[src/hdl/tfc_pkg.sv]
// constants and register map of the temperature frequency compensation block
package tfc_pkg;

   // =========================================================================
   // register offsets
   localparam logic [7:0] ADDR_TEMP_READING  = 8'h20;
   localparam logic [7:0] ADDR_THERMO_CTRL   = 8'h30;
   localparam logic [7:0] ADDR_XTAL_OFFSET   = 8'h31;
   localparam logic [7:0] ADDR_XTAL_COEF     = 8'h32;
   localparam logic [7:0] ADDR_TURNOVER_TEMP = 8'h33;
   localparam logic [7:0] ADDR_CORR_LOW      = 8'h34;
   localparam logic [7:0] ADDR_CORR_HIGH     = 8'h35;

   // =========================================================================
   // field positions
   localparam int THERMO_EN_BIT   = 1;
   localparam int SCAN_SEL_BIT    = 0;
   localparam int OFFSET_SIGN_BIT = 7;
   localparam int OFFSET_MAG_W    = 7;
   localparam int TURNOVER_W      = 6;
   localparam int CORR_W          = 13;

   // =========================================================================
   // reset values
   localparam logic [7:0] RST_TEMP_READING  = 8'h3C;
   localparam logic [7:0] RST_THERMO_CTRL   = 8'h02;
   localparam logic [7:0] RST_XTAL_OFFSET   = 8'h00;
   localparam logic [7:0] RST_XTAL_COEF     = 8'h00;
   localparam logic [5:0] RST_TURNOVER_TEMP = 6'h15;

   // =========================================================================
   // temperature scaling
   localparam logic [9:0] TEMP_ZERO_CODE     = 10'h03C;
   localparam logic [9:0] TURNOVER_BIAS      = 10'h004;
   localparam logic [23:0] DRIFT_ROUND       = 24'h000800;
   localparam int          DRIFT_SHIFT       = 12;

   // =========================================================================
   // timing
   localparam int          REF_HZ            = 32768;
   localparam int          CLK_HZ            = 100_000_000;
   localparam logic [14:0] REF_DIV_LAST      = 15'(REF_HZ - 1);
   localparam int          PERIOD_SECONDS    = 32;
   localparam logic [4:0]  PERIOD_LAST       = 5'(PERIOD_SECONDS - 1);
   localparam int          SLOW_SCAN_SECONDS = 16;
   localparam logic [3:0]  SLOW_SCAN_LAST    = 4'(SLOW_SCAN_SECONDS - 1);
   localparam int          PERIOD_REF_LOG2   = 20;
   localparam int          INSERT_GAP_NS     = 40;
   localparam int          CLK_PERIOD_NS     = 1_000_000_000 / CLK_HZ;
   localparam logic [2:0]  INSERT_GAP_CYC    =
      3'((INSERT_GAP_NS + CLK_PERIOD_NS - 1) / CLK_PERIOD_NS);

endpackage : tfc_pkg

[src/hdl/tfc_comp_unit.sv]
// thermometer control and pulse-based frequency compensation top level
`timescale 1ns/10ps
module tfc_comp_unit (
   input  wire logic       clk_sys_in,
   input  wire logic       resetn_in,
   // crystal reference and sensor pins
   input  wire logic       xtal_ref_in,
   input  wire logic [7:0] sensor_code_in,
   input  wire logic       low_voltage_first_flag_in,
   // register port
   input  wire logic [7:0] reg_addr_in,
   input  wire logic [7:0] reg_wdata_in,
   input  wire logic       reg_wr_in,
   input  wire logic       reg_rd_in,
   output logic      [7:0] reg_rdata_out,
   // compensated time base
   output logic            comp_tick_out,
   output logic            sec_tick_out,
   output logic            period_start_out,
   output logic            measure_done_out
);

   // =========================================================================
   // registers
   logic [7:0] temperature_reading_r;
   logic [7:0] thermo_clkout_control_r;
   logic [7:0] crystal_offset_trim_r;
   logic [7:0] crystal_drift_coef_r;
   logic [5:0] turnover_temp_value_r;

   logic       thermo_en;
   logic       scan_interval_select;
   assign thermo_en =
      thermo_clkout_control_r[tfc_pkg::THERMO_EN_BIT];
   assign scan_interval_select =
      thermo_clkout_control_r[tfc_pkg::SCAN_SEL_BIT];

   // =========================================================================
   // pin synchronisers
   logic       xtal_sync;
   logic [7:0] sensor_sync;
   logic       low_voltage_first_flag;

   tfc_sync #(
      .W (1)
   ) u_sync_xtal (
      .clk_sys_in (clk_sys_in),
      .resetn_in  (resetn_in),
      .d_in       (xtal_ref_in),
      .q_out      (xtal_sync)
   );

   tfc_sync #(
      .W (8)
   ) u_sync_sensor (
      .clk_sys_in (clk_sys_in),
      .resetn_in  (resetn_in),
      .d_in       (sensor_code_in),
      .q_out      (sensor_sync)
   );

   tfc_sync #(
      .W (1)
   ) u_sync_lv (
      .clk_sys_in (clk_sys_in),
      .resetn_in  (resetn_in),
      .d_in       (low_voltage_first_flag_in),
      .q_out      (low_voltage_first_flag)
   );

   // a multi-bit code can tear in the synchroniser; only a code seen
   // on two edges in a row is taken as settled
   logic [7:0] sensor_prev_r;
   logic [7:0] sensor_stable_r;

   always_ff @(posedge clk_sys_in or negedge resetn_in) begin
      if (!resetn_in) begin
         sensor_prev_r <= '0;
      end else begin
         sensor_prev_r <= sensor_sync;
      end
   end

   always_ff @(posedge clk_sys_in or negedge resetn_in) begin
      if (!resetn_in) begin
         sensor_stable_r <= tfc_pkg::RST_TEMP_READING;
      end else if (sensor_sync == sensor_prev_r) begin
         sensor_stable_r <= sensor_prev_r;
      end
   end

   // =========================================================================
   // reference edge detect
   logic xtal_prev_r;
   logic ref_tick;

   always_ff @(posedge clk_sys_in or negedge resetn_in) begin
      if (!resetn_in) begin
         xtal_prev_r <= 1'b0;
      end else begin
         xtal_prev_r <= xtal_sync;
      end
   end

   assign ref_tick = xtal_sync & ~xtal_prev_r;

   // =========================================================================
   // correction calculation
   logic signed [tfc_pkg::CORR_W-1:0] corr_calc;
   logic signed [tfc_pkg::CORR_W-1:0] corr_active_r;
   logic        [11:0]                corr_mag;
   logic                              corr_add;

   tfc_corr_calc u_calc (
      .clk_sys_in  (clk_sys_in),
      .resetn_in   (resetn_in),
      .temp_in     (temperature_reading_r),
      .turnover_in (turnover_temp_value_r),
      .coef_in     (crystal_drift_coef_r),
      .offset_in   (crystal_offset_trim_r),
      .corr_out    (corr_calc)
   );

   assign corr_add = ~corr_active_r[tfc_pkg::CORR_W-1];
   assign corr_mag = corr_active_r[tfc_pkg::CORR_W-1]
                   ? 12'(-corr_active_r)
                   : corr_active_r[11:0];

   // =========================================================================
   // seconds divider and 32-second period counter
   logic [14:0] div_cnt_r;
   logic [4:0]  period_cnt_r;
   logic        comp_tick;
   logic        sec_wrap;
   logic        period_wrap;

   assign sec_wrap    = comp_tick && (div_cnt_r == tfc_pkg::REF_DIV_LAST);
   assign period_wrap = sec_wrap && (period_cnt_r == tfc_pkg::PERIOD_LAST);

   // compensated pulses clock the first divider stage
   always_ff @(posedge clk_sys_in or negedge resetn_in) begin
      if (!resetn_in) begin
         div_cnt_r <= '0;
      end else if (comp_tick) begin
         div_cnt_r <= sec_wrap ? '0 : div_cnt_r + 15'h0001;
      end
   end

   always_ff @(posedge clk_sys_in or negedge resetn_in) begin
      if (!resetn_in) begin
         period_cnt_r <= '0;
      end else if (sec_wrap) begin
         period_cnt_r <= period_wrap ? '0 : period_cnt_r + 5'h01;
      end
   end

   // new value taken at each period boundary only
   always_ff @(posedge clk_sys_in or negedge resetn_in) begin
      if (!resetn_in) begin
         corr_active_r <= '0;
      end else if (period_wrap) begin
         corr_active_r <= corr_calc;
      end
   end

   // =========================================================================
   // pulse distribution over the period
   // accumulator adds the count at every reference edge; with 2^20 edges
   // per period exactly the count of carries appears, evenly spaced
   logic [tfc_pkg::PERIOD_REF_LOG2-1:0] acc_r;
   logic [tfc_pkg::PERIOD_REF_LOG2:0]   acc_sum;
   logic                                corr_due;

   assign acc_sum  = {1'b0, acc_r} + {9'h000, corr_mag};
   assign corr_due = ref_tick && acc_sum[tfc_pkg::PERIOD_REF_LOG2];

   always_ff @(posedge clk_sys_in or negedge resetn_in) begin
      if (!resetn_in) begin
         acc_r <= '0;
      end else if (period_wrap) begin
         acc_r <= '0;
      end else if (ref_tick) begin
         acc_r <= acc_sum[tfc_pkg::PERIOD_REF_LOG2-1:0];
      end
   end

   // =========================================================================
   // pulse insertion and removal
   // an inserted pulse follows the reference edge after a short gap,
   // well inside one reference period
   logic [2:0] ins_cnt_r;
   logic       ins_fire;

   assign ins_fire = (ins_cnt_r == 3'h1);

   always_ff @(posedge clk_sys_in or negedge resetn_in) begin
      if (!resetn_in) begin
         ins_cnt_r <= '0;
      end else if (corr_due && corr_add) begin
         ins_cnt_r <= tfc_pkg::INSERT_GAP_CYC;
      end else if (ins_cnt_r != 3'h0) begin
         ins_cnt_r <= ins_cnt_r - 3'h1;
      end
   end

   // removal swallows the reference edge itself
   assign comp_tick = (ref_tick && !(corr_due && !corr_add)) || ins_fire;

   always_ff @(posedge clk_sys_in or negedge resetn_in) begin
      if (!resetn_in) begin
         comp_tick_out    <= 1'b0;
         sec_tick_out     <= 1'b0;
         period_start_out <= 1'b0;
      end else begin
         comp_tick_out    <= comp_tick;
         sec_tick_out     <= sec_wrap;
         period_start_out <= period_wrap;
      end
   end

   // =========================================================================
   // thermometer scan scheduling
   logic [3:0] scan_cnt_r;
   logic       scan_due;
   logic       measure;

   always_ff @(posedge clk_sys_in or negedge resetn_in) begin
      if (!resetn_in) begin
         scan_cnt_r <= '0;
      end else if (sec_wrap) begin
         scan_cnt_r <= (scan_cnt_r == tfc_pkg::SLOW_SCAN_LAST)
                     ? '0 : scan_cnt_r + 4'h1;
      end
   end

   assign scan_due = sec_wrap
                  && (!scan_interval_select
                      || scan_cnt_r == tfc_pkg::SLOW_SCAN_LAST);
   assign measure  = scan_due && thermo_en
                  && !low_voltage_first_flag;

   always_ff @(posedge clk_sys_in or negedge resetn_in) begin
      if (!resetn_in) begin
         measure_done_out <= 1'b0;
      end else begin
         measure_done_out <= measure;
      end
   end

   // =========================================================================
   // register writes
   logic wr_temp;
   assign wr_temp = reg_wr_in && (reg_addr_in == tfc_pkg::ADDR_TEMP_READING);

   // sensor code already counts C+60 in one-degree steps
   always_ff @(posedge clk_sys_in or negedge resetn_in) begin
      if (!resetn_in) begin
         temperature_reading_r <= tfc_pkg::RST_TEMP_READING;
      end else if (measure) begin
         temperature_reading_r <= sensor_stable_r;
      end else if (wr_temp && !thermo_en) begin
         temperature_reading_r <= reg_wdata_in;
      end
   end

   always_ff @(posedge clk_sys_in or negedge resetn_in) begin
      if (!resetn_in) begin
         thermo_clkout_control_r <= tfc_pkg::RST_THERMO_CTRL;
         crystal_offset_trim_r   <= tfc_pkg::RST_XTAL_OFFSET;
         crystal_drift_coef_r    <= tfc_pkg::RST_XTAL_COEF;
         turnover_temp_value_r   <= tfc_pkg::RST_TURNOVER_TEMP;
      end else if (reg_wr_in) begin
         unique case (reg_addr_in)
            tfc_pkg::ADDR_THERMO_CTRL: begin
               thermo_clkout_control_r <= reg_wdata_in;
            end
            tfc_pkg::ADDR_XTAL_OFFSET: begin
               crystal_offset_trim_r <= reg_wdata_in;
            end
            tfc_pkg::ADDR_XTAL_COEF: begin
               crystal_drift_coef_r <= reg_wdata_in;
            end
            tfc_pkg::ADDR_TURNOVER_TEMP: begin
               turnover_temp_value_r <=
                  reg_wdata_in[tfc_pkg::TURNOVER_W-1:0];
            end
            default: begin
            end
         endcase
      end
   end

   // =========================================================================
   // register reads, data one cycle after the strobe
   logic [7:0] rd_mux;
   logic [15:0] corr_ext;

   // readback shows the value computed now, loaded at the next boundary
   assign corr_ext = 16'(corr_calc);

   always_comb begin
      unique case (reg_addr_in)
         tfc_pkg::ADDR_TEMP_READING:  rd_mux = temperature_reading_r;
         tfc_pkg::ADDR_THERMO_CTRL:   rd_mux = thermo_clkout_control_r;
         tfc_pkg::ADDR_XTAL_OFFSET:   rd_mux = crystal_offset_trim_r;
         tfc_pkg::ADDR_XTAL_COEF:     rd_mux = crystal_drift_coef_r;
         tfc_pkg::ADDR_TURNOVER_TEMP: rd_mux = {2'b00, turnover_temp_value_r};
         tfc_pkg::ADDR_CORR_LOW:      rd_mux = corr_ext[7:0];
         tfc_pkg::ADDR_CORR_HIGH:     rd_mux = corr_ext[15:8];
         default:                     rd_mux = 8'h00;
      endcase
   end

   always_ff @(posedge clk_sys_in or negedge resetn_in) begin
      if (!resetn_in) begin
         reg_rdata_out <= 8'h00;
      end else if (reg_rd_in) begin
         reg_rdata_out <= rd_mux;
      end else begin
         reg_rdata_out <= 8'h00;
      end
   end

endmodule // tfc_comp_unit

[src/hdl/tfc_sync.sv]
// two-flop synchroniser for signals arriving from outside the clock domain
`timescale 1ns/10ps
module tfc_sync #(
   parameter int W = 1
) (
   input  wire logic         clk_sys_in,
   input  wire logic         resetn_in,
   input  wire logic [W-1:0] d_in,
   output logic      [W-1:0] q_out
);

   logic [W-1:0] meta_r;

   always_ff @(posedge clk_sys_in or negedge resetn_in) begin
      if (!resetn_in) begin
         meta_r <= '0;
         q_out  <= '0;
      end else begin
         meta_r <= d_in;
         q_out  <= meta_r;
      end
   end

endmodule // tfc_sync

[src/hdl/tfc_corr_calc.sv]
// signed per-period pulse count from crystal parameters and temperature
`timescale 1ns/10ps
module tfc_corr_calc (
   input  wire logic                        clk_sys_in,
   input  wire logic                        resetn_in,
   input  wire logic [7:0]                  temp_in,
   input  wire logic [5:0]                  turnover_in,
   input  wire logic [7:0]                  coef_in,
   input  wire logic [7:0]                  offset_in,
   output logic signed [tfc_pkg::CORR_W-1:0] corr_out
);

   // =========================================================================
   // quadratic drift term
   logic signed [9:0]  dt;
   logic        [7:0]  dt_mag;
   logic        [15:0] dt_sq;
   logic        [23:0] drift_prod;
   logic        [23:0] drift_round;
   logic        [11:0] drift;
   logic signed [tfc_pkg::CORR_W-1:0] off_term;
   logic signed [tfc_pkg::CORR_W-1:0] drift_term;

   // reading codes C+60, turnover field codes C-4
   assign dt = $signed({2'b00, temp_in})
             - $signed({4'b0000, turnover_in})
             - $signed(tfc_pkg::TEMP_ZERO_CODE)
             - $signed(tfc_pkg::TURNOVER_BIAS);
   assign dt_mag      = dt[9] ? 8'(-dt) : dt[7:0];
   assign dt_sq       = dt_mag * dt_mag;
   assign drift_prod  = dt_sq * coef_in;
   assign drift_round = drift_prod + tfc_pkg::DRIFT_ROUND;
   assign drift       = drift_round[tfc_pkg::DRIFT_SHIFT +: 12];
   assign drift_term  = $signed({1'b0, drift});
   assign off_term    = $signed({6'h00,
                           offset_in[tfc_pkg::OFFSET_MAG_W-1:0]});

   // =========================================================================
   // positive result adds pulses; a fast crystal needs pulses removed
   always_ff @(posedge clk_sys_in or negedge resetn_in) begin
      if (!resetn_in) begin
         corr_out <= '0;
      end else if (offset_in[tfc_pkg::OFFSET_SIGN_BIT]) begin
         corr_out <= drift_term - off_term;
      end else begin
         corr_out <= drift_term + off_term;
      end
   end

endmodule // tfc_corr_calc

[config.mk]
export PLATFORM = sky130hd
export DESIGN_NAME = tfc_comp_unit
export DESIGN_NICKNAME = d
export VERILOG_FILES = /design/src/hdl/tfc_pkg.sv /design/src/hdl/tfc_comp_unit.sv /design/src/hdl/tfc_sync.sv /design/src/hdl/tfc_corr_calc.sv
export SDC_FILE = /design/constraint.sdc
export NUM_CORES = 1
export LEC_CHECK = 0
export BUFFER_PORTS_ARGS = -buffer_cell sky130_fd_sc_hd__buf_4
export CAP_MARGIN = 40
export CORE_UTILIZATION = 45
export CTS_BUF_LIST = sky130_fd_sc_hd__clkbuf_4 sky130_fd_sc_hd__clkbuf_8
export DETAILED_ROUTE_END_ITERATION = 12
export PLACE_DENSITY = 0.71
export SYNTH_ARGS = -nofsm -noshare
export SYNTH_HDL_FRONTEND = slang
export SYNTH_SLANG_ARGS = --single-unit
export TNS_END_PERCENT = 10
[constraint.sdc]
create_clock -name clk_sys_in -period 11.3 [get_ports clk_sys_in]
set_input_delay 0.565 -clock clk_sys_in [delete_from_list [all_inputs] [get_ports clk_sys_in]]
set_output_delay 0.565 -clock clk_sys_in [all_outputs]
set_load 0.05 [all_outputs]
==> impl_results.md <==
* Worst setup EP type: flop
* Final worst-path cycle share at 0.971
* CTS tree: built
* Max-slew headroom at 0.428
* Cell Int Power at 0.00228 W
* Detailed Place HPWL at 22700 um
* Total CTS buffers at 17
* Total I/O pin count at 42
* Clk_lat worst skew at 0.47 ns
* Die ar. at 0.0307 mm2
* Number of synthesized flops with an enable pin at 0
* Root Buffer: clkbuf_8
* Max Cap Viol at 0
* Switching share of power at 0.464
* Setup slack, reg-to-reg at 0.33 ns
* Worst vdd ir at 0.291 mV
* Peak Freq at 91.2 MHz
* Nets at 1708
* Register area share after synthesis at 0.298
* Reg2reg end: u_calc.corr_out[12]
* CP most frequent cell: fa_1
* R2R depth at 44
* Initial antenna violation count at 4
* CP max stage delay at 0.56 ns
* Grt ovf at 0
* Clock power share at 0.107
* Post-Syn Area at 0.0135 mm2
* Sequential share of power at 0.165
* Pwr/cell area at 271 mW/mm2
* Synth Net Count at 1618
* Global-route wire length before repair at 49000 um
* Overall power at 0.00424 W
* Start point of the critical path: turnover_temp_value_r[0]
* Reg-to-reg critical path startpoint: turnover_temp_value_r[0]
* DIE HEIGHT at 175 um
* Core Rows at 63
* Vias in the first global route at 9989
* Layout Area Growth over Synthesis at 15.9%
* WL per Instance at 16.0 um
* Skew final at 0.0172 ns
* Synth unique cells at 75
* HP Class: input port to asynchronous set/reset pin
* Crit path max fanout at 6
* CTS hold repair buffers at 0
* IO buf count at 41
* Gpl congestion at 0.931
* DRC violations left at 0
* Synth Area per Inst at 9.91 um2
* Main flop type after synthesis: dfrtp_1
* Fillers at 2547
* Total iterations of the first detailed-routing run at 7
* Post-layout util at 0.529
* Status: finished, final reports clean
* Seq cells post-synth at 160
* Final setup vio count at 0
* Multi-input gate area at 0.00925 mm2
* Via/cell ratio at 5.32
* RSZ-0062 raised after global routing: true
* Yosys warns at 0
* DR iter-0 viols at 636
* Commonest non-fill, non-tap cell in the layout: inv_1
* CP max-delay cell: dfstp_2
* Crit start category: flop
* Core Box Area at 0.0296 mm2
* Arrival @ worst endpoint at 11.37 ns
* Largest net degree at the start of global routing at 88
* Initial core utilization at 0.456
* Post-route minimum period at 10.97 ns
* Worst-case clock buffer depth at 2
* ANT nets after route at 0
* Final hold violations at 0
* H-tree Lvls at 4
* Static Leakage at 7.82 nW
* Slew @ Worst Pin at 0.852 ns
* CP Class: flop to flop
* Fin. max-slew vios at 0
* GRT Util Overall at 0.199
* Critical path required time at 11.70 ns
* Final WL at 29800 um
* Most frequent cells in the layout: inv_1 (160), dfrtp_1 (148), ha_1 (108), nand2_1 (105), fa_1 (100)
* Clock Sink Count at 160
* Switching Power at 0.00197 W
* Post-Synthesis Cells at 1360
* Die width at 175 um
* Asr flop ratio synth at 1.00
* Layout cells sized above 1 at 0.211
* Part of the power in combinational logic at 0.728
* Sequential cell area at 0.00402 mm2
* Clock-pin slew on the worst setup and hold paths at 0.09 ns
* Routed vias at 9874
==> critical path: cells and delay by family (launching register included) <==
kind | cells | cell delay, ns
flip-flops | 1 | 0.56
AND/OR/NAND/NOR | 6 | 0.75
XOR/XNOR | 3 | 0.63
adder cells (fa/ha/maj) | 13 | 5.24
AO/OA/AOI/OAI | 13 | 2.97
buffers and inverters | 9 | 0.75
==> worst max path at each step <==
stage	end	depth (start not counted)	slack, ns
final	u_calc.corr_out[12]	44	0.33
after global routing	u_calc.corr_out[11]	45	-0.11
after CTS	u_calc.corr_out[10]	44	0.009
after detailed placement	u_calc.corr_out[10]	47	-0.33
after global placement	u_calc.corr_out[10]	45	0.07
after floorplan	u_calc.corr_out[10]	44	0.18
==> stage by stage <==
stage	setup slack (ns)	TNS (ns)	hold WS, ns	area (um2)	cells
6_report	0.332	0	0.168	15600	1856
5_1_grt	-0.114	-0.240	0.169	15600	1854
4_1_cts	0.00881	0	0.178	14900	1835
3_5_place_dp	-0.326	-0.934	0.335	14500	1802
3_3_place_gp	0.0744	0	0.332	14400	1800
2_1_floorplan	0.184	0	0.269	13500	1360
==> state kept, by name, summed over array words and instances (netlist names), 6 cells and up <==
signal                   cells
sensor_prev_r                8
u_calc.corr_out             13
crystal_drift_coef_r         8
acc_r                       20
reg_rdata_out                8
u_sync_sensor.q_out          8
thermo_clkout_control_r      8
crystal_offset_trim_r        8
u_sync_sensor.meta_r         8
div_cnt_r                   15
sensor_stable_r              8
corr_active_r               13
turnover_temp_value_r        6
temperature_reading_r        8
==> timing repair <==
action / CTS / global route
pin swaps: 6 / 70
setup endpoints to repair: 5 / 8
setup buffers: 1 / 17
gates resized for setup: 9 / 109
==> cells by family (layout without fill, tap and decap cells) <==
group / Yosys count / in the layout / synth area share
simple gates: 417 / 417 / 0.160
fa+ha+maj: 228 / 228 / 0.269
compound gates: 202 / 202 / 0.102
buf+inv: 199 / 302 / 0.0560
flops: 160 / 160 / 0.298
xor+xnor: 94 / 94 / 0.0641
mux: 60 / 60 / 0.0512
other cells: 0 / 3 / 0
==> Yosys cell counts, types with 5 or more instances <==
| library cell | n | area, um2 |
|---|---|---|
| nor2b_1 | 19 | 119 |
| nor3_1 | 14 | 70.1 |
| and3_1 | 13 | 81.3 |
| mux2_2 | 52 | 586 |
| o21ai_0 | 39 | 195 |
| ha_1 | 125 | 1560 |
| a211oi_1 | 6 | 45.0 |
| inv_1 | 170 | 638 |
| clkbuf_1 | 21 | 78.8 |
| a21oi_1 | 53 | 265 |
| fa_1 | 103 | 2060 |
| o21a_1 | 9 | 67.6 |
| xnor2_1 | 57 | 499 |
| nand2_1 | 108 | 405 |
| dfrtp_1 | 148 | 3700 |
| a221oi_1 | 5 | 43.8 |
| nor2_1 | 83 | 312 |
| a222oi_1 | 6 | 60.1 |
| nand2b_1 | 16 | 100 |
| nand3_1 | 26 | 130 |
| nor4_1 | 5 | 31.3 |
| xor2_1 | 33 | 289 |
| and2_1 | 89 | 557 |
| or2_2 | 6 | 37.5 |
| nand4_1 | 9 | 56.3 |
| a21o_1 | 23 | 173 |
| o21bai_1 | 6 | 45.0 |
| buf_2 | 6 | 30.0 |
| mux2i_1 | 6 | 60.1 |
| dfstp_2 | 12 | 315 |
| a22oi_1 | 12 | 90.1 |
| o31ai_1 | 9 | 67.6 |
==> metal layers <==
metal | global-route usage | wire, um | up-vias
met5 | 0 | 8 | -
met4 | 0.0558 | 670 | 2
met3 | 0.0346 | 1350 | 45
met2 | 0.324 | 14200 | 218
met1 | 0.271 | 13500 | 4894
li1 | - | - | 4715
==> final cells by class <==
class / count / share of cell area
antenna: 3 / 0.000481
clock buffer: 19 / 0.0167
clock inverter: 13 / 0.0107
inverter: 171 / 0.0412
multi-input combinational: 1001 / 0.592
sequential: 160 / 0.257
tap: 390 / 0.0312
timing repair buffer: 99 / 0.0502
==> power by group through the flow <==
stage	clock network [W]	logic (W)	registers, W
floorplan	0	0.00178	0.000677
global placement	0	0.00245	0.000706
detailed placement	0	0.00251	0.000707
CTS	0.000462	0.00254	0.000697
global route	0.000486	0.00345	0.000704
finish	0.000455	0.00309	0.000699
No activity file was read; power rests on OpenSTA's default activity.
